File: config.mk
export PLATFORM = sky130hd
export DESIGN_NAME = ecs_mac_ctrl
export DESIGN_NICKNAME = d
export VERILOG_FILES = /design/src/inc/ecs_pkg.sv /design/src/rtl/ecs_mac_ctrl.sv /design/src/rtl/ecs_sync2.sv
export SDC_FILE = /design/constraint.sdc
export NUM_CORES = 1
export LEC_CHECK = 0
export BUFFER_PORTS_ARGS = -buffer_cell sky130_fd_sc_hd__buf_2
export CAP_MARGIN = 20
export CORE_MARGIN = 2
export CORE_UTILIZATION = 52
export DETAILED_ROUTE_END_ITERATION = 7
export HOLD_SLACK_MARGIN = 0.06
export PLACE_DENSITY = 0.84
export SLEW_MARGIN = 20
export SYNTH_ARGS = -nofsm -noshare
export SYNTH_HDL_FRONTEND = slang
export SYNTH_SLANG_ARGS = --single-unit
File: constraint.sdc
create_clock -name sys_clk -period 2.17 [get_ports sys_clk]
set_input_delay 0 -clock sys_clk [delete_from_list [all_inputs] [get_ports sys_clk]]
set_output_delay 0 -clock sys_clk [all_outputs]
set_load 0.05 [all_outputs]
File: src/inc/ecs_pkg.sv
package ecs_pkg;
  // Register bus geometry.
  localparam int AXI_AW = 4;
  localparam int AXI_DW = 32;
  localparam logic [1:0] RESP_OKAY = 2'h0;
  localparam logic [1:0] RESP_SLVERR = 2'h2;
  // Register byte offsets.
  localparam logic [AXI_AW-1:0] OFS_CONTROL = 4'h0;
  localparam logic [AXI_AW-1:0] OFS_STATUS = 4'h4;
  localparam logic [AXI_AW-1:0] OFS_SOFT_RESET = 4'h8;
  localparam logic [AXI_AW-1:0] OFS_MAX_LEN = 4'hC;
  // Control register fields.
  localparam int CB_COPY_CTRL = 24;
  localparam int CB_COPY_SHORT = 23;
  localparam int CB_COPY_ERR = 22;
  localparam int CB_EXT_MODE = 18;
  localparam int CB_SPEED_FORCE = 17;
  localparam int CB_INTERFACE_CONTROL_OUT_B = 16;
  localparam int CB_INTERFACE_CONTROL_OUT_A = 15;
  localparam int CB_CMD_IDLE = 11;
  localparam int CB_SHORT_GAP = 10;
  localparam int CB_GIG = 7;
  localparam int CB_PACE = 6;
  localparam int CB_IF_EN = 5;
  localparam int CB_TX_FLOW = 4;
  localparam int CB_RX_FLOW = 3;
  localparam int CB_MTEST = 2;
  localparam int CB_LOOPBACK = 1;
  localparam int CB_FULL_DUPLEX = 0;
  // Writable control bits; all others are reserved and read zero.
  localparam logic [31:0] CONTROL_MASK = 32'h01C7_8CFF;
  localparam logic [31:0] CONTROL_RESET = 32'h0000_0000;
  // Status register fields.
  localparam int SB_IDLE = 31;
  localparam int SB_EXTERNAL_SPEED_STATUS = 4;
  localparam int SB_EXT_DUPLEX = 3;
  localparam int SB_RX_FLOW = 1;
  localparam int SB_PAUSE = 0;
  // Receive length checking.
  localparam int MAXLEN_W = 11;
  localparam logic [MAXLEN_W-1:0] MAXLEN_RESET = 11'h5EE;
  localparam int FLEN_W = 16;
  localparam logic [FLEN_W-1:0] MIN_FRAME_LEN = 16'h0040;
  // Transmit pacing.
  localparam int PACE_W = 5;
  localparam logic [PACE_W-1:0] PACE_LOAD = 5'h1F;
  localparam logic [2:0] PACE_IPG_SLOW = 3'h4;
  localparam logic [2:0] PACE_IPG_NORMAL = 3'h1;
  // Soft reset: held-cycle count at which the bit clears; the MAC logic is held one cycle more.
  localparam int SRST_W = 3;
  localparam logic [SRST_W-1:0] SRST_CYCLES = 3'h4;
  // Pause timer width, in pause quanta.
  localparam int PQ_W = 16;
endpackage

File: src/rtl/ecs_mac_ctrl.sv
`timescale 1ns/1ps
module ecs_mac_ctrl (
  input wire logic sys_clk,
  input wire logic srst,
  // AXI4-Lite slave.
  input wire logic s_axi_awvalid,
  output logic s_axi_awready,
  input wire logic [ecs_pkg::AXI_AW-1:0] s_axi_awaddr,
  input wire logic s_axi_wvalid,
  output logic s_axi_wready,
  input wire logic [ecs_pkg::AXI_DW-1:0] s_axi_wdata,
  input wire logic [3:0] s_axi_wstrb,
  output logic s_axi_bvalid,
  input wire logic s_axi_bready,
  output logic [1:0] s_axi_bresp,
  input wire logic s_axi_arvalid,
  output logic s_axi_arready,
  input wire logic [ecs_pkg::AXI_AW-1:0] s_axi_araddr,
  output logic s_axi_rvalid,
  input wire logic s_axi_rready,
  output logic [ecs_pkg::AXI_DW-1:0] s_axi_rdata,
  output logic [1:0] s_axi_rresp,
  // Pins from the PHY side, asynchronous.
  input wire logic ext_speed_in,
  input wire logic ext_duplex_in,
  input wire logic short_gap_in,
  // Events from the MAC datapath, same clock.
  input wire logic rx_frame_done,
  input wire logic [ecs_pkg::FLEN_W-1:0] rx_frame_len,
  input wire logic rx_frame_err,
  input wire logic rx_frame_ctrl,
  input wire logic rx_frame_pause,
  input wire logic [ecs_pkg::PQ_W-1:0] rx_pause_quanta,
  input wire logic pause_quantum_tick,
  input wire logic rx_flow_trigger,
  input wire logic tx_busy,
  input wire logic tx_good_done,
  input wire logic tx_coll_defer,
  // Outputs, all registered.
  output logic rx_keep_r,
  output logic rx_drop_r,
  output logic rx_desc_ctrl_r,
  output logic rx_desc_frag_r,
  output logic rx_desc_under_r,
  output logic rx_desc_over_r,
  output logic rx_desc_jabber_r,
  output logic rx_desc_err_r,
  output logic rx_ctrl_act_r,
  output logic gig_mode_r,
  output logic duplex_mode_r,
  output logic duplex_out_r,
  output logic interface_control_out_a_r,
  output logic interface_control_out_b_r,
  output logic tx_short_gap_r,
  output logic iface_reset_r,
  output logic test_write_en_r,
  output logic loopback_r,
  output logic force_coll_r,
  output logic send_pause_r,
  output logic tx_hold_new_r,
  output logic [2:0] tx_ipg_count_r,
  output logic mac_idle_r
);
  import ecs_pkg::*;

  logic [31:0] ctrl_r; // Control register, reserved bits kept zero.
  logic [MAXLEN_W-1:0] maxlen_r; // Receive maximum frame length.
  logic soft_pend_r; // Soft reset requested and not yet complete.
  logic [SRST_W-1:0] srst_cnt_r; // Cycles the MAC logic has been held.
  logic [PACE_W-1:0] pace_cnt_r; // Pacing counter.
  logic [PQ_W-1:0] pause_cnt_r; // Remaining pause quanta.
  logic [2:0] pins_s; // Synchronised pins: speed, duplex, short gap.
  logic external_speed_status_s;
  logic ext_dup_s;
  logic short_gap_s;
  logic aw_held_r; // Write address taken, waiting for data.
  logic w_held_r; // Write data taken, waiting for address.
  logic [AXI_AW-1:0] awaddr_r;
  logic [31:0] wdata_r;
  logic [3:0] wstrb_r;
  logic do_write; // Both halves present, commit this cycle.
  logic [31:0] wmask; // Byte enables widened to bits.
  logic [31:0] status_w; // Live status word.
  logic mac_hold; // MAC logic held in reset.
  logic gig_sel; // Resolved gigabit selection.
  logic full_sel; // Resolved internal full duplex.
  logic is_short;
  logic is_long;
  logic pause_act; // A received pause frame is acted upon.
  logic receive_flow_active; // Receive flow enabled and triggered.

  // Pins cross into this clock before any logic looks at them.
  ecs_sync2 #(.W(3)) ecs_sync2_inst (
    .sys_clk(sys_clk),
    .srst(srst),
    .async_in({ext_speed_in, ext_duplex_in, short_gap_in}),
    .sync_out(pins_s)
  );
  assign external_speed_status_s = pins_s[2];
  assign ext_dup_s = pins_s[1];
  assign short_gap_s = pins_s[0];

  // Mode resolution: external pins or register bits, then forcing terms.
  always_comb begin
    if (ctrl_r[CB_EXT_MODE]) begin
      gig_sel = external_speed_status_s;
      full_sel = ext_dup_s;
    end else begin
      gig_sel = ctrl_r[CB_GIG];
      full_sel = ctrl_r[CB_FULL_DUPLEX];
    end
    gig_sel = gig_sel | ctrl_r[CB_SPEED_FORCE];
    // Gigabit is full duplex only, and loopback runs full internally.
    full_sel = full_sel | gig_sel | ctrl_r[CB_LOOPBACK];
  end

  assign mac_hold = ~ctrl_r[CB_IF_EN] | soft_pend_r;
  assign wmask = {{8{wstrb_r[3]}}, {8{wstrb_r[2]}}, {8{wstrb_r[1]}}, {8{wstrb_r[0]}}};
  assign do_write = aw_held_r & w_held_r & ~s_axi_bvalid;
  assign receive_flow_active = ctrl_r[CB_RX_FLOW] & rx_flow_trigger;
  assign is_short = rx_frame_len < MIN_FRAME_LEN;
  assign is_long = rx_frame_len > {5'h00, maxlen_r};
  // Pause frames act regardless of the copy-control bit.
  assign pause_act = rx_frame_done & rx_frame_pause & ~mac_hold & duplex_mode_r
    & ctrl_r[CB_TX_FLOW];

  // Reserved positions are hard zero, so reads return zero for them.
  always_comb begin
    status_w = 32'h0000_0000;
    status_w[SB_IDLE] = mac_idle_r;
    status_w[SB_EXTERNAL_SPEED_STATUS] = external_speed_status_s;
    status_w[SB_EXT_DUPLEX] = ext_dup_s;
    status_w[SB_RX_FLOW] = receive_flow_active;
    status_w[SB_PAUSE] = tx_hold_new_r;
  end

  // Write channel: address and data are taken independently and held.
  always_ff @(posedge sys_clk) begin
    if (srst) begin
      aw_held_r <= 1'b0;
      w_held_r <= 1'b0;
      awaddr_r <= '0;
      wdata_r <= 32'h0000_0000;
      wstrb_r <= 4'h0;
    end else begin
      if (s_axi_awvalid && s_axi_awready) begin
        aw_held_r <= 1'b1;
        awaddr_r <= s_axi_awaddr;
      end else if (do_write) begin
        aw_held_r <= 1'b0;
      end
      if (s_axi_wvalid && s_axi_wready) begin
        w_held_r <= 1'b1;
        wdata_r <= s_axi_wdata;
        wstrb_r <= s_axi_wstrb;
      end else if (do_write) begin
        w_held_r <= 1'b0;
      end
    end
  end

  // Ready is withheld while a half is held or a response is pending.
  always_ff @(posedge sys_clk) begin
    if (srst) begin
      s_axi_awready <= 1'b0;
      s_axi_wready <= 1'b0;
    end else begin
      s_axi_awready <= ~aw_held_r & ~(s_axi_awvalid & s_axi_awready) & ~s_axi_bvalid;
      s_axi_wready <= ~w_held_r & ~(s_axi_wvalid & s_axi_wready) & ~s_axi_bvalid;
    end
  end

  // Write response: unmapped or read-only offsets answer with an error.
  always_ff @(posedge sys_clk) begin
    if (srst) begin
      s_axi_bvalid <= 1'b0;
      s_axi_bresp <= RESP_OKAY;
    end else if (do_write) begin
      s_axi_bvalid <= 1'b1;
      if (awaddr_r == OFS_CONTROL || awaddr_r == OFS_SOFT_RESET || awaddr_r == OFS_MAX_LEN) begin
        s_axi_bresp <= RESP_OKAY;
      end else begin
        s_axi_bresp <= RESP_SLVERR;
      end
    end else if (s_axi_bready) begin
      s_axi_bvalid <= 1'b0;
    end
  end

  // Control and length registers; reserved bits never store.
  always_ff @(posedge sys_clk) begin
    if (srst) begin
      ctrl_r <= CONTROL_RESET;
      maxlen_r <= MAXLEN_RESET;
    end else if (do_write) begin
      if (awaddr_r == OFS_CONTROL) begin
        ctrl_r <= ((ctrl_r & ~wmask) | (wdata_r & wmask)) & CONTROL_MASK;
      end
      if (awaddr_r == OFS_MAX_LEN) begin
        maxlen_r <= (maxlen_r & ~wmask[MAXLEN_W-1:0])
          | (wdata_r[MAXLEN_W-1:0] & wmask[MAXLEN_W-1:0]);
      end
    end
  end

  // Soft reset: a written one is held while the MAC logic is reset,
  // then clears so software can poll. A new write wins over the clear.
  always_ff @(posedge sys_clk) begin
    if (srst) begin
      soft_pend_r <= 1'b0;
      srst_cnt_r <= '0;
    end else if (do_write && awaddr_r == OFS_SOFT_RESET && wstrb_r[0] && wdata_r[0]) begin
      soft_pend_r <= 1'b1;
      srst_cnt_r <= '0;
    end else if (soft_pend_r) begin
      if (srst_cnt_r == SRST_CYCLES) begin
        soft_pend_r <= 1'b0;
      end else begin
        srst_cnt_r <= srst_cnt_r + 1'b1;
      end
    end
  end

  // Read channel: one read at a time, answered the cycle after it is taken.
  always_ff @(posedge sys_clk) begin
    if (srst) begin
      s_axi_arready <= 1'b0;
      s_axi_rvalid <= 1'b0;
      s_axi_rdata <= 32'h0000_0000;
      s_axi_rresp <= RESP_OKAY;
    end else if (s_axi_arvalid && s_axi_arready) begin
      s_axi_arready <= 1'b0;
      s_axi_rvalid <= 1'b1;
      s_axi_rresp <= RESP_OKAY;
      case (s_axi_araddr)
        OFS_CONTROL: s_axi_rdata <= ctrl_r;
        OFS_STATUS: s_axi_rdata <= status_w;
        OFS_SOFT_RESET: s_axi_rdata <= {31'h0000_0000, soft_pend_r};
        OFS_MAX_LEN: s_axi_rdata <= {21'h00_0000, maxlen_r};
        default: begin
          s_axi_rdata <= 32'h0000_0000;
          s_axi_rresp <= RESP_SLVERR;
        end
      endcase
    end else if (s_axi_rvalid) begin
      if (s_axi_rready) begin
        s_axi_rvalid <= 1'b0;
      end
    end else begin
      s_axi_arready <= 1'b1;
    end
  end

  // Static mode and pin outputs follow the resolved modes and the control bits.
  always_ff @(posedge sys_clk) begin
    if (srst) begin
      gig_mode_r <= 1'b0;
      duplex_mode_r <= 1'b0;
      duplex_out_r <= 1'b0;
      interface_control_out_a_r <= 1'b0;
      interface_control_out_b_r <= 1'b0;
      tx_short_gap_r <= 1'b0;
      iface_reset_r <= 1'b1;
      test_write_en_r <= 1'b0;
      loopback_r <= 1'b0;
    end else begin
      gig_mode_r <= gig_sel;
      duplex_mode_r <= full_sel;
      duplex_out_r <= ctrl_r[CB_FULL_DUPLEX];
      interface_control_out_a_r <= ctrl_r[CB_INTERFACE_CONTROL_OUT_A];
      interface_control_out_b_r <= ctrl_r[CB_INTERFACE_CONTROL_OUT_B];
      tx_short_gap_r <= ctrl_r[CB_SHORT_GAP] & short_gap_s;
      iface_reset_r <= mac_hold;
      test_write_en_r <= ctrl_r[CB_MTEST];
      // Software is expected to flip loopback only while disabled.
      loopback_r <= ctrl_r[CB_LOOPBACK];
    end
  end

  // Receive frame filter. Drop wins if any class is not enabled for copy.
  always_ff @(posedge sys_clk) begin
    if (srst || mac_hold) begin
      rx_keep_r <= 1'b0;
      rx_drop_r <= 1'b0;
      rx_desc_ctrl_r <= 1'b0;
      rx_desc_frag_r <= 1'b0;
      rx_desc_under_r <= 1'b0;
      rx_desc_over_r <= 1'b0;
      rx_desc_jabber_r <= 1'b0;
      rx_desc_err_r <= 1'b0;
      rx_ctrl_act_r <= 1'b0;
    end else begin
      rx_drop_r <= rx_frame_done & ((rx_frame_ctrl & ~ctrl_r[CB_COPY_CTRL])
        | (is_short & ~ctrl_r[CB_COPY_SHORT])
        | (rx_frame_err & ~ctrl_r[CB_COPY_ERR]));
      rx_keep_r <= rx_frame_done & ~((rx_frame_ctrl & ~ctrl_r[CB_COPY_CTRL])
        | (is_short & ~ctrl_r[CB_COPY_SHORT]) | (rx_frame_err & ~ctrl_r[CB_COPY_ERR]));
      rx_desc_ctrl_r <= rx_frame_done & rx_frame_ctrl;
      rx_desc_frag_r <= rx_frame_done & is_short & rx_frame_err;
      rx_desc_under_r <= rx_frame_done & is_short & ~rx_frame_err;
      rx_desc_over_r <= rx_frame_done & is_long & ~rx_frame_err;
      rx_desc_jabber_r <= rx_frame_done & is_long & rx_frame_err;
      rx_desc_err_r <= rx_frame_done & rx_frame_err;
      // Non-pause control frames are acted upon whether copied or not.
      rx_ctrl_act_r <= rx_frame_done & rx_frame_ctrl & ~rx_frame_pause;
    end
  end

  // Pause timer: loaded by an accepted pause frame, counts down per quantum.
  always_ff @(posedge sys_clk) begin
    if (srst || mac_hold) begin
      pause_cnt_r <= '0;
      tx_hold_new_r <= 1'b0;
    end else begin
      if (pause_act) begin
        pause_cnt_r <= rx_pause_quanta;
        tx_hold_new_r <= rx_pause_quanta != '0;
      end else if (pause_quantum_tick && pause_cnt_r != '0) begin
        pause_cnt_r <= pause_cnt_r - 1'b1;
        tx_hold_new_r <= pause_cnt_r != {{(PQ_W-1){1'b0}}, 1'b1};
      end
    end
  end

  // Receive flow control reaction depends on the duplex in use.
  always_ff @(posedge sys_clk) begin
    if (srst || mac_hold) begin
      force_coll_r <= 1'b0;
      send_pause_r <= 1'b0;
    end else begin
      force_coll_r <= receive_flow_active & ~duplex_mode_r;
      send_pause_r <= receive_flow_active & duplex_mode_r;
    end
  end

  // Transmit pacing reduces capture effect; disabled pacing keeps zero.
  always_ff @(posedge sys_clk) begin
    if (srst || mac_hold || !ctrl_r[CB_PACE]) begin
      pace_cnt_r <= '0;
    end else if (tx_coll_defer) begin
      pace_cnt_r <= PACE_LOAD;
    end else if (tx_good_done && pace_cnt_r != '0) begin
      pace_cnt_r <= pace_cnt_r - 1'b1;
    end
  end

  // Gap multiplier seen by the transmitter.
  always_ff @(posedge sys_clk) begin
    if (srst) begin
      tx_ipg_count_r <= PACE_IPG_NORMAL;
    end else begin
      tx_ipg_count_r <= (pace_cnt_r != '0) ? PACE_IPG_SLOW : PACE_IPG_NORMAL;
    end
  end

  // Idle is entered once commanded and no transmission is running.
  always_ff @(posedge sys_clk) begin
    if (srst || mac_hold) begin
      mac_idle_r <= 1'b0;
    end else begin
      mac_idle_r <= ctrl_r[CB_CMD_IDLE] & ~tx_busy;
    end
  end
endmodule

File: src/rtl/ecs_sync2.sv
`timescale 1ns/1ps
// Two-stage synchroniser for a group of independent level inputs.
// Only the second stage may be read by downstream logic.
module ecs_sync2 #(
  parameter int W = 1
) (
  input wire logic sys_clk,
  input wire logic srst,
  input wire logic [W-1:0] async_in,
  output logic [W-1:0] sync_out
);
  logic [W-1:0] meta_r; // First stage, may go metastable.

  // Both stages reset low so status reads zero until real samples arrive.
  always_ff @(posedge sys_clk) begin
    if (srst) begin
      meta_r <= '0;
      sync_out <= '0;
    end else begin
      meta_r <= async_in;
      sync_out <= meta_r;
    end
  end
endmodule
=== After elaboration in Yosys (flattened, before gate mapping) ===
Index checks and enable logic that the tools add are counted.

* Add/subtract/negate cells: 3
* Order comparisons: 2
* Equal/unequal tests: 7
* Mux-type cells: 23
* Bitwise gates (word level): 61
* Reduce and logical (&&, ||, !) cells: 29

{| class="wikitable"
|+ Operators by type and width
! operator !! count
|-
| 32-bit case mux with 4 select lines || 1
|-
| 25-bit bitwise AND || 2
|-
| 16-bit two-way mux || 2
|-
| 16-bit nonzero test || 2
|-
| 1-bit bitwise AND || 31
|-
| 25-bit NOT || 1
|-
| 25-bit bitwise OR || 1
|-
| 11-bit bitwise AND || 2
|-
| 4-bit equality test, second input constant || 4
|-
| 16-bit by 11-bit greater-than comparator with 1-bit output || 1
|-
| 16-bit by 7-bit less-than comparator with 1-bit output, second input constant || 1
|-
| 16-bit by 1-bit != test with 1-bit output, second input constant || 1
|-
| 1-bit NOT || 16
|-
| 16-bit by 1-bit subtractor with 16-bit output, second input constant || 1
|-
| 1-bit two-way mux || 15
|-
| 11-bit NOT || 1
|-
| 11-bit bitwise OR || 1
|-
| 5-bit two-way mux || 2
|-
| 2-bit nonzero test || 5
|-
| 1-bit logical AND || 8
|-
| 4-bit zero test || 2
|-
| 1-bit bitwise OR || 6
|-
| 2-bit AND reduction || 3
|-
| 5-bit nonzero test || 1
|-
| other kinds (10) || 15
|}

* Register bits after elaboration: 160
* Input bits: 95

=== Logic depth before layout (Yosys ltp) ===
Gate-level depths: netlist of run 1.

* Depth after elaboration: 7
* Gate-level depth with buffers: 7
* Depth with buffers taken out: 7

=== Hierarchy ===
From an unflattened synthesis of run 1, not the netlist that was laid out.

* Cells, all modules: 663
* Area, all modules: 5,731.7 um^2

{| class="wikitable"
|+ By module, submodules not included
! module !! times used !! cells an instance !! area an instance (um^2)
|-
| ecs_mac_ctrl || 1 || 651 || 5,574.1
|-
| ecs_sync2 || 1 || 12 || 157.7
|}

=== Worst setup path before layout of run 1 ===
No wires, ideal clock.

* Path type: reg-to-reg
* From: reg s_axi_bvalid
* To: reg (tool-made name)
* Data arrival time: 1.683 ns
* Slack: 0.367 ns
* Cell stages (with the launch flop): 5
* Path buffers: 0
* Clock period less this slack: 1.803 ns
* Cells stage by stage: dfxtp_1 -> nand3b_1 -> nor4b_2 -> nand3_1 -> a211o_1

{| class="wikitable"
|+ RTL lines
! item !! RTL line !! source
|-
| start, declared || ecs_mac_ctrl.sv:13 || <nowiki>output logic s_axi_bvalid,</nowiki>
|-
| start signal, assigned || ecs_mac_ctrl.sv:176 || <nowiki>s_axi_bvalid <= 1'b0;</nowiki>
|-
| start signal, assigned || ecs_mac_ctrl.sv:179 || <nowiki>s_axi_bvalid <= 1'b1;</nowiki>
|-
| start signal, assigned || ecs_mac_ctrl.sv:186 || <nowiki>s_axi_bvalid <= 1'b0;</nowiki>
|}

=== Worst setup path in the final report of run 1 ===
* From: reg pause_cnt_r[2]
* To: reg tx_hold_new_r

* Cells in the longest elaborated chain, start to end: 3
* Elaborated cells on any way between the ends: 6

{| class="wikitable"
|+ RTL lines
! item !! RTL line !! source
|-
| start, declared || ecs_mac_ctrl.sv:71 || <nowiki>logic [PQ_W-1:0] pause_cnt_r;</nowiki>
|-
| start signal, assigned || ecs_mac_ctrl.sv:316 || <nowiki>pause_cnt_r <= rx_pause_quanta;</nowiki>
|-
| start signal, assigned || ecs_mac_ctrl.sv:319 || <nowiki>pause_cnt_r <= pause_cnt_r - 1'b1;</nowiki>
|-
| 16-bit by 1-bit != test with 1-bit output or 16-bit nonzero test (tied branches) || ecs_mac_ctrl.sv:320, ecs_mac_ctrl.sv:318 ||
|-
| 1-bit two-way mux or 1-bit logical AND (tied branches) || ecs_mac_ctrl.sv:318 || <nowiki>end else if (pause_quantum_tick && pause_cnt_r != '0) begin</nowiki>
|-
| 1-bit two-way mux or 2-bit nonzero test (tied branches) || -- ||
|-
| end signal, assigned || ecs_mac_ctrl.sv:320 || <nowiki>tx_hold_new_r <= pause_cnt_r != {{(PQ_W-1){1'b0}}, 1'b1};</nowiki>
|-
| end, declared || ecs_mac_ctrl.sv:60 || <nowiki>output logic tx_hold_new_r,</nowiki>
|}

Parallel ways exist; a longest one is shown, timed or not. The select of a mux whose other input is x is not followed.
A chain may end at the register's enable or synchronous reset.

==> flow_summary.json, run 1 <==
{
  "crit_chain": "or4_1 -> nand4b_4 -> a21oi_1 -> a311oi_1 -> a21o_1",
  "ant_nets": 0,
  "reg2regPathDepth": 5,
  "cts-root-buf": "clkbuf_8",
  "die_w_um": 110,
  "crit_path_max_fanout": 7,
  "grt_pass1_wl_mm": 25.4,
  "drt_first_pass_iters": 7,
  "areaGrowthSynthToFinish_pct": 36.0,
  "yosys.area.top_type": "dfxtp_1",
  "drc": 0,
  "required_ns": 2.58,
  "yosysSeqAreaShare_pct": 48.1,
  "min_period_ns": 1.92,
  "utilization_pct": 72.7,
  "gp_congestion": 0.897,
  "first_iter_violations": 360,
  "final.period_utilization_pct": 88.6,
  "ff2ff_setup_slack_ns": 0.25,
  "ctsLongestPathBuffers": 2,
  "grt_pass1_vias": 5396,
  "synthFlopType": "dfxtp_1",
  "synth_edf_count": 0,
  "synth-simple-area-share_pct": 25.9,
  "slew_headroom_pct": 45.1,
  "placed_area_um2": 6510,
  "routed_via_density": 5.28,
  "synth-compound-area-share_pct": 12.8,
  "overflow": 0,
  "ctsHtreeMaxLevel": 4,
  "synthTopCellsByArea": "dfxtp_1 48%, nand2_1 8.6%, a21oi_1 6.0%, ha_1 3.9%, nand3_1 3.3%",
  "pin_count": 161,
  "crit_type": "register to register",
  "max_freq_mhz": 520,
  "grt_usage_pct": 27.5,
  "crit_buf_inv": 0,
  "fin_area_um2": 7880,
  "p_leak_nw": 3.38,
  "synth.most_common_cell": "dfxtp_1",
  "synth_fa_ha_area_share_pct": 3.89,
  "antenna_found_initial": 0,
  "finalHoldViolCount": 0,
  "cellPowerDensity_nw_per_um2": 727,
  "post_cts_buffers": 0,
  "synthesis.area_um2": 5790,
  "row_count": 38,
  "clk_latency_ns": 0.52,
  "hold_class": "input port to register",
  "r2r-end": "tx_hold_new_r$_SDFFE_PP0P_",
  "setup_violations": 0,
  "tightest_slew_ns": 0.823,
  "finClkSkew_ns": 0.00859,
  "synth_seq_cells": 139,
  "rsz0062_at_grt": "false",
  "synth_common_cells": "139 x dfxtp_1, 132 x nand2_1, 69 x a21oi_1",
  "dieArea_um2": 12000,
  "status": "finished clean",
  "cp-start-kind": "register",
  "cp_slowest_stage_delay_ns": 0.73,
  "hp-start": "s_axi_araddr[1]",
  "wirelength_mm": 16.1,
  "min_path_cells": 5,
  "multi_input_area_um2": 2730,
  "setup_tns_ns": 0,
  "diodes": 0,
  "ys_warn_count": 0,
  "cts_tree": "done",
  "fin_nets": 1006,
  "avgSynthCellArea_um2": 8.52,
  "irDropWorstVdd_mv": 0.791,
  "arrival_ns": 2.34,
  "via_count": 5520,
  "syn_inst": 680,
  "holdPathEnd": "s_axi_rdata[1]$_SDFFE_PP0P_",
  "synth_top_family_by_area": "simple AND/OR/NAND/NOR gates",
  "synthArstFlopShare_pct": 0,
  "critPathSlowestCell": "or4_1",
  "wl_per_cell_um": 15.4,
  "yosys-mux-area-fraction_pct": 0.691,
  "grt_max_degree": 68,
  "port_buffers": 132,
  "ff_latch_area_um2": 2780,
  "crit_family": "simple AND/OR/NAND/NOR gates",
  "end_kind": "register",
  "fill_cells": 784,
  "die-height_um": 110,
  "cts_inserted_buffers": 17,
  "synth-xor-area-share_pct": 2.72,
  "coreArea_um2": 10800,
  "maxCapViolCount": 0,
  "drive_above_1_share_pct": 20.3,
  "hpwl_mm": 10.3,
  "clock_sinks": 139,
  "cts.clk_slew.worst_paths_ns": 0.06,
  "synth_top_area_share_pct": 48.1,
  "r2r_start": "pause_cnt_r[2]$_SDFFE_PP0P_",
  "drv_slew": 0,
  "synth_cell_types": 55,
  "start_util_pct": 53.4
}
[worst register-to-register path: cells and delay by family (launching register included)]
kind | cells | cell delay (ns)
AND/OR/NAND/NOR | 2 | 1.04
flip-flops | 1 | 0.35
AO/OA/AOI/OAI | 3 | 0.43
[how the worst max path moves through the flow]
| stage | start | end | slack [ns] | depth (start not counted) |
|---|---|---|---|---|
| final | pause_cnt_r[2]$_SDFFE_PP0P_ | tx_hold_new_r$_SDFFE_PP0P_ | 0.25 | 5 |
| after global routing | s_axi_bvalid$_SDFFE_PP0P_ | register | 0.15 | 5 |
| after CTS | pause_cnt_r[1]$_SDFFE_PP0P_ | pause_cnt_r[14]$_SDFFE_PP0P_ | 0.17 | 7 |
| after detailed placement | pause_cnt_r[1]$_SDFFE_PP0P_ | pause_cnt_r[14]$_SDFFE_PP0P_ | 0.20 | 7 |
| after global placement | pause_cnt_r[1]$_SDFFE_PP0P_ | pause_cnt_r[14]$_SDFFE_PP0P_ | 0.29 | 7 |
| after floorplan | s_axi_bvalid$_SDFFE_PP0P_ | register | 0.37 | 4 |
[power by group]
group          switching, W  total (W)  internal [W]  leakage, nW
logic              0.000273   0.000477      0.000204         2.00
registers         0.0000364    0.00263       0.00259         1.13
clock network       0.00117    0.00262       0.00145        0.252
[final cells by class]
cell class	instances	area share (%)
sequential	139	35.3
multi-input combinational	483	34.6
timing repair buffer	221	19.5
clock buffer	18	5.30
tap	140	2.22
clock inverter	14	1.57
inverter	31	1.48
[metrics by stage]
stage	instances	power [W]	setup WS, ns	hold slack [ns]
2_1_floorplan	694	0.00292	0.367	0.0761
3_3_place_gp	932	0.00303	0.288	0.196
3_5_place_dp	932	0.00304	0.202	0.197
4_1_cts	1046	0.00573	0.173	0.0787
5_1_grt	1046	0.00592	0.147	0.124
6_report	1046	0.00573	0.247	0.118
[cell usage in the layout (no fill, tap or decap), types with 4 or more instances in the layout]
master | netlist | routed
nand3b_1 | 8 | 8
o21ai_0 | 24 | 24
nor2_1 | 37 | 36
mux2i_1 | 4 | 4
o21ai_1 | 4 | 4
buf_2 | 5 | 132
nand2_1 | 132 | 132
a22oi_1 | 5 | 5
a21oi_1 | 69 | 69
inv_1 | 31 | 31
clkinvlp_4 | 0 | 5
buf_4 | 15 | 7
nand3_1 | 38 | 38
dlygate4sd3_1 | 0 | 82
nand2b_1 | 7 | 7
ha_1 | 18 | 18
nor2b_1 | 14 | 14
or4_1 | 4 | 4
clkbuf_16 | 0 | 16
a211oi_1 | 5 | 5
conb_1 | 1 | 15
xor2_1 | 12 | 12
dfxtp_1 | 139 | 139
nor3_1 | 14 | 14
xnor2_1 | 6 | 6
inv_6 | 0 | 6
nor4_1 | 11 | 11
a22o_1 | 8 | 8
[routing by layer]
layer / up-vias / GRT usage (%) / wire length (um)
met2: 202 / 49.9 / 8300
met5: - / 0 / 0
met4: 0 / 9.86 / 351
met3: 37 / 5.69 / 897
met1: 2562 / 31.7 / 6570
li1: 2719 / - / -
[logic make-up after synthesis]
kind of cell               after synthesis
buffers and inverters                   72
adders and majority gates               18
AOI/OAI and AO/OA                      129
other                                    1
DFF                                    139
xor gates and xnor gates                18
and+or+nand+nor                        299
muxes                                    4
[repair_timing]
item / in CTS / in global routing
hold buffers: 82 / 0
endpoints found under the setup margin: 0 / 5
endpoints found under the hold margin: 92 / 0
resized for setup: 0 / 1
Note: power is estimated with default switching activity, not from simulation.
==> run 2: changes to the inputs <==
--- a/config.mk
+++ b/config.mk
@@ -8,11 +8,12 @@
 export BUFFER_PORTS_ARGS = -buffer_cell sky130_fd_sc_hd__buf_2
 export CAP_MARGIN = 20
 export CORE_MARGIN = 2
-export CORE_UTILIZATION = 52
+export CORE_UTILIZATION = 40
 export DETAILED_ROUTE_END_ITERATION = 7
 export HOLD_SLACK_MARGIN = 0.06
-export PLACE_DENSITY = 0.84
+export PLACE_DENSITY = 0.68
 export SLEW_MARGIN = 20
 export SYNTH_ARGS = -nofsm -noshare
 export SYNTH_HDL_FRONTEND = slang
+export SYNTH_HIERARCHICAL = 1
 export SYNTH_SLANG_ARGS = --single-unit
==> flow_summary.json, run 2 <==
{
  "status": "finished clean",
  "pin_count": 161,
  "end_kind": "register",
  "final_common_cell": "dfxtp_1",
  "swShare_pct": 22.9,
  "slew_headroom_pct": 49.2,
  "synth_common_cells": "139 x dfxtp_1, 121 x nand2_1, 72 x a21oi_1",
  "routed_via_density": 5.01,
  "final_cell_mix": "137 x dfxtp_1, 132 x buf_2, 121 x nand2_1, 76 x dlygate4sd3_1, 71 x a21oi_1",
  "crit_type": "register to register",
  "post_cts_buffers": 0,
  "synth_seq_cells": 139,
  "crit_end": "tx_hold_new_r$_SDFFE_PP0P_",
  "fin_nets": 988,
  "clock_sinks": 139,
  "diodes": 0,
  "coreArea_um2": 13900,
  "wl_per_cell_um": 14.6,
  "yosysSeqAreaShare_pct": 48.5,
  "fin_area_um2": 7980,
  "setup_violations": 0,
  "first_iter_violations": 306,
  "row_count": 43,
  "drc": 0,
  "via_count": 5349,
  "ctsHtreeMaxLevel": 4,
  "crit_buf_inv": 1,
  "cp-start-kind": "register",
  "synth_top_area_share_pct": 48.5,
  "clkPwrFrac_pct": 50.5,
  "utilization_pct": 57.2,
  "drive_above_1_share_pct": 22.0,
  "p_sw_w": 0.00144,
  "worst-path-stages": 6,
  "cellPowerDensity_nw_per_um2": 788,
  "irDropWorstVdd_mv": 0.574,
  "synthTopCellsByArea": "dfxtp_1 49%, nand2_1 7.9%, a21oi_1 6.3%, ha_1 3.9%, nand3_1 2.8%",
  "cts.clk_slew.worst_paths_ns": 0.06,
  "cp_slowest_stage_delay_ns": 0.59,
  "drv_slew": 0,
  "intPower_w": 0.00484,
  "synthesis.area_um2": 5730,
  "gp_congestion": 0.843,
  "wirelength_mm": 15.5,
  "synth_cell_types": 54,
  "drt_first_pass_iters": 5,
  "cts_inserted_buffers": 17,
  "grt_max_degree": 81,
  "combPwrFrac_pct": 7.6,
  "reg2regPathDepth": 6,
  "dieArea_um2": 15300,
  "synthFlopType": "dfxtp_1",
  "finClkSkew_ns": 0.00664,
  "r2r_start": "pause_cnt_r[10]$_SDFFE_PP0P_",
  "ant_nets": 0,
  "die_w_um": 124,
  "areaGrowthSynthToFinish_pct": 39.1,
  "cts_tree": "done",
  "required_ns": 2.47,
  "max_freq_mhz": 484,
  "avgSynthCellArea_um2": 8.65,
  "cts-root-buf": "clkbuf_16",
  "start_util_pct": 41.1,
  "ctsLongestPathBuffers": 2,
  "grt_pass1_wl_mm": 24.5,
  "crit_chain": "or4_4 -> nor4b_4 -> buf_4 -> a21boi_2 -> nor3b_1 -> nor3_2",
  "crit_path_max_fanout": 14,
  "fill_cells": 1246,
  "p_leak_nw": 3.39,
  "setup_tns_ns": 0,
  "port_buffers": 132,
  "synthArstFlopShare_pct": 0,
  "crit_family": "simple AND/OR/NAND/NOR gates",
  "antenna_found_initial": 0,
  "r2r-end": "tx_hold_new_r$_SDFFE_PP0P_",
  "syn_inst": 663,
  "hpwl_mm": 10.5,
  "finalHoldViolCount": 0,
  "arrival_ns": 2.36,
  "die-height_um": 124,
  "grt_usage_pct": 20.8,
  "grt_pass1_vias": 5058,
  "crit_start": "pause_cnt_r[10]$_SDFFE_PP0P_",
  "critPathSlowestCell": "or4_4",
  "min_period_ns": 2.06,
  "hold_class": "input port to register",
  "placed_area_um2": 6550,
  "yosys.area.top_type": "dfxtp_1",
  "rsz0062_at_grt": "false",
  "overflow": 0,
  "final.period_utilization_pct": 95.1,
  "clk_latency_ns": 0.42,
  "synth_edf_count": 0,
  "ff2ff_setup_slack_ns": 0.11,
  "synth.most_common_cell": "dfxtp_1",
  "tightest_slew_ns": 0.760,
  "ys_warn_count": 6,
  "maxCapViolCount": 0,
  "p_seq_share_pct": 41.9
}
==> run 2: timing repair <==
item                                    CTS  global route
hold buffers                             76             0
gates resized for setup                   0             6
hold endpoints to repair                 79             0
endpoints found under the setup margin    0             3
==> run 2: how the worst min path moves through the flow <==
stage	from	cells after the start	slack (ns)	endpoint
3_3_place_gp	tx_busy	2	0.18	mac_idle_r$_SDFF_PP0_
5_1_grt	s_axi_araddr[0]	5	0.10	s_axi_rdata[31]$_SDFFE_PP0P_
3_5_place_dp	tx_busy	2	0.18	mac_idle_r$_SDFF_PP0_
6_report	s_axi_araddr[1]	4	0.09	s_axi_rdata[5]$_SDFFE_PP0P_
4_1_cts	s_axi_araddr[1]	4	0.07	s_axi_rdata[5]$_SDFFE_PP0P_
2_1_floorplan	srst	1	0.07	ecs_sync2_inst/meta_r[0]$_SDFF_PP0_
==> run 2: worst min-delay path, stage by stage <==
cell      delay (ns)
buf_2           0.10
nor3_2          0.05
nand2b_1        0.19
o21ai_0         0.12
==> run 2: logic make-up (layout without fill, tap and decap cells) <==
kind of cell,after synthesis,in the layout,share of synthesized area [%]
AOI/OAI and AO/OA,136,136,14.0
xor gates and xnor gates,17,17,2.60
adders and majority gates,18,18,3.93
buffers and inverters,71,282,5.78
DFF,139,139,48.5
muxes,5,5,1.09
other,1,15,0.0654
and+or+nand+nor,276,276,24.0
==> run 2: area by class of cell <==
class / count / area (um^2) / share of cell area (%)
clock inverters: 14 / 216 / 2.71
flip-flops and latches: 139 / 2790 / 34.9
inverters: 30 / 113 / 1.41
repair buffers: 220 / 1520 / 19.1
well taps: 180 / 225 / 2.82
multi-input cells: 467 / 2680 / 33.6
clock buffers: 18 / 429 / 5.38
==> run 2: metrics by stage <==
| step | std cells | hold WS, ns | power (W) | worst slack [ns] |
|---|---|---|---|---|
| 3_5_place_dp | 960 | 0.176 | 0.00306 | 0.205 |
| 2_1_floorplan | 677 | 0.0716 | 0.00293 | 0.114 |
| 3_3_place_gp | 960 | 0.176 | 0.00306 | 0.223 |
| 5_1_grt | 1068 | 0.104 | 0.00649 | 0.0268 |
| 4_1_cts | 1068 | 0.0662 | 0.00631 | 0.102 |
| 6_report | 1068 | 0.0930 | 0.00629 | 0.106 |
==> run 2: power by group through the flow <==
stage / logic (W) / registers, W / clock network [W]
floorplan: 0.000218 / 0.00271 / 0
global placement: 0.000369 / 0.00269 / 0
detailed placement: 0.000370 / 0.00269 / 0
CTS: 0.000468 / 0.00263 / 0.00321
global route: 0.000520 / 0.00264 / 0.00333
finish: 0.000477 / 0.00263 / 0.00317
==> run 2: metal layers <==
metal  global-route usage [%]  vias up  routed length, um
met4                     10.7        0                470
met1                     26.4     2433               6900
met5                        0        -                  0
li1                         -     2689                  -
met2                     33.1      186               7310
met3                     4.72       41                863
==> run 3: changes to the inputs <==
--- a/config.mk
+++ b/config.mk
@@ -8,10 +8,10 @@
 export BUFFER_PORTS_ARGS = -buffer_cell sky130_fd_sc_hd__buf_2
 export CAP_MARGIN = 20
 export CORE_MARGIN = 2
-export CORE_UTILIZATION = 40
+export CORE_UTILIZATION = 52
 export DETAILED_ROUTE_END_ITERATION = 7
 export HOLD_SLACK_MARGIN = 0.06
-export PLACE_DENSITY = 0.68
+export PLACE_DENSITY = 0.84
 export SLEW_MARGIN = 20
 export SYNTH_ARGS = -nofsm -noshare
 export SYNTH_HDL_FRONTEND = slang
==> flow_summary.json, run 3 (synthesis results as in run 2) <==
{
  "status": "finished clean",
  "pin_count": 161,
  "antenna_found_initial": 0,
  "ff2ff_setup_slack_ns": 0.1,
  "finClkSkew_ns": 0.00708,
  "routed_via_density": 5.61,
  "grt_pass1_wl_mm": 28.0,
  "r2r_start": "pause_cnt_r[2]$_SDFFE_PP0P_",
  "hold_class": "input port to register",
  "utilization_pct": 77.5,
  "holdPathEnd": "rx_desc_over_r$_SDFF_PP0_",
  "end_kind": "register",
  "overflow": 0,
  "min_path_cells": 6,
  "cp-start-kind": "register",
  "crit_chain": "nor4_4 -> and2_0 -> a2111oi_1 -> xnor2_1 -> o21ai_0",
  "ctsLongestPathBuffers": 2,
  "cts-root-buf": "clkbuf_8",
  "drive_above_1_share_pct": 21.0,
  "drt_first_pass_iters": 6,
  "min_period_ns": 2.07,
  "crit_buf_inv": 0,
  "final_cell_mix": "139 x dfxtp_1, 132 x buf_2, 121 x nand2_1, 121 x dlygate4sd3_1, 72 x a21oi_1",
  "cts_inserted_buffers": 17,
  "cp_slowest_stage_delay_ns": 0.51,
  "crit_path_max_fanout": 8,
  "r2r-end": "pause_cnt_r[4]$_SDFFE_PP0P_",
  "required_ns": 2.56,
  "crit_type": "register to register",
  "final.period_utilization_pct": 95.5,
  "drc": 0,
  "critPathSlowestCell": "and2_0",
  "final_common_cell": "dfxtp_1",
  "cts_tree": "done",
  "slew_headroom_pct": 47.0,
  "reg2regPathDepth": 5,
  "cellPowerDensity_nw_per_um2": 741,
  "port_buffers": 132,
  "tightest_slew_ns": 0.793,
  "drv_slew": 0,
  "die_w_um": 109,
  "start_util_pct": 53.1,
  "wl_per_cell_um": 16.8,
  "hp-start": "rx_frame_len[13]",
  "finalHoldViolCount": 0,
  "maxCapViolCount": 0,
  "clock_sinks": 139,
  "max_freq_mhz": 482,
  "via_count": 6021,
  "fin_nets": 1033,
  "hpwl_mm": 9.98,
  "areaGrowthSynthToFinish_pct": 45.9,
  "setup_tns_ns": 0,
  "diodes": 0,
  "first_iter_violations": 646,
  "p_leak_nw": 3.63,
  "grt_pass1_vias": 5641,
  "final_cells": 1073,
  "ctsHtreeMaxLevel": 4,
  "wirelength_mm": 18.1,
  "irDropWorstVdd_mv": 0.458,
  "ant_nets": 0,
  "crit_family": "simple AND/OR/NAND/NOR gates",
  "grt_max_degree": 90,
  "clk_latency_ns": 0.54,
  "cts.clk_slew.worst_paths_ns": 0.06,
  "coreArea_um2": 10800,
  "setup_violations": 0,
  "die-height_um": 109,
  "row_count": 38,
  "fill_cells": 614,
  "grt_usage_pct": 30.8,
  "gp_congestion": 0.930,
  "post_cts_buffers": 0,
  "arrival_ns": 2.47,
  "dieArea_um2": 11900,
  "place_inst": 920
}
==> run 3: cell count changes in the layout (fill, tap and decap cells not counted), sizes merged <==
| cell | change |
|---|---|
| dlygate4sd3 | +45 |
| clkinv | +4 |
| bufinv | -1 |
| clkbuf | -1 |
| clkinvlp | -1 |
| inv | -1 |
==> run 3: power by group <==
| group | total (W) | internal [W] | switching [W] | leakage, nW |
|---|---|---|---|---|
| logic | 0.000545 | 0.000252 | 0.000293 | 2.21 |
| clock network | 0.00301 | 0.00186 | 0.00115 | 0.294 |
| registers | 0.00264 | 0.00260 | 0.0000406 | 1.13 |
| total | 0.00619 | 0.00471 | 0.00148 | 3.63 |
==> run 3: layout make-up <==
class                   instances  area (um^2)  area share [%]
clock inverters                15          198            2.36
inverters                      30          113            1.35
well taps                     140          175            2.10
repair buffers                265         1990            23.8
multi-input cells             467         2690            32.2
clock buffers                  17          414            4.95
flip-flops and latches        139         2780            33.3
==> run 3: what timing repair did <==
item,4_1_cts,5_1_grt
hold buffers,120,2
hold endpoints to repair,128,2
endpoints found under the setup margin,0,9
resized for setup,0,7
==> run 3: worst max-delay path by stage <==
stage | startpoint | cells after the start | endpoint
floorplan | s_axi_arready$_SDFFE_PP0N_ | 5 | s_axi_rdata[11]$_SDFFE_PP0P_
global placement | pause_cnt_r[10]$_SDFFE_PP0P_ | 6 | tx_hold_new_r$_SDFFE_PP0P_
detailed placement | pause_cnt_r[10]$_SDFFE_PP0P_ | 6 | tx_hold_new_r$_SDFFE_PP0P_
CTS | register | 8 | rx_desc_jabber_r$_SDFF_PP0_
global route | soft_pend_r$_SDFF_PP0_ | 6 | rx_ctrl_act_r$_SDFF_PP0_
finish | pause_cnt_r[2]$_SDFFE_PP0P_ | 5 | pause_cnt_r[4]$_SDFFE_PP0P_
==> run 3: worst min-delay path, delay by kind of cell <==
kind                   cells  cell delay [ns]
and+or+nand+nor            4             0.46
buffers and inverters      1             0.07
AOI/OAI and AO/OA          1             0.05
==> run 3: metrics by stage <==
step                setup WS, ns  cell area, um^2  hold WS (ns)  power [W]
floorplan                  0.114             5780        0.0716    0.00293
global placement           0.242             6520         0.174    0.00305
detailed placement         0.213             6520         0.174    0.00305
CTS                       0.0550             8330        0.0987    0.00615
global route             -0.0144             8360         0.207    0.00636
finish                    0.0971             8360         0.109    0.00619
==> run 3: per-layer routing <==
layer	GRT usage [%]	vias to the layer above	part of all wire [%]
met5	0	-	0
met2	51.0	359	48
met1	36.8	2787	40
met4	17.6	0	5.7
li1	-	2779	-
met3	6.58	96	6.7
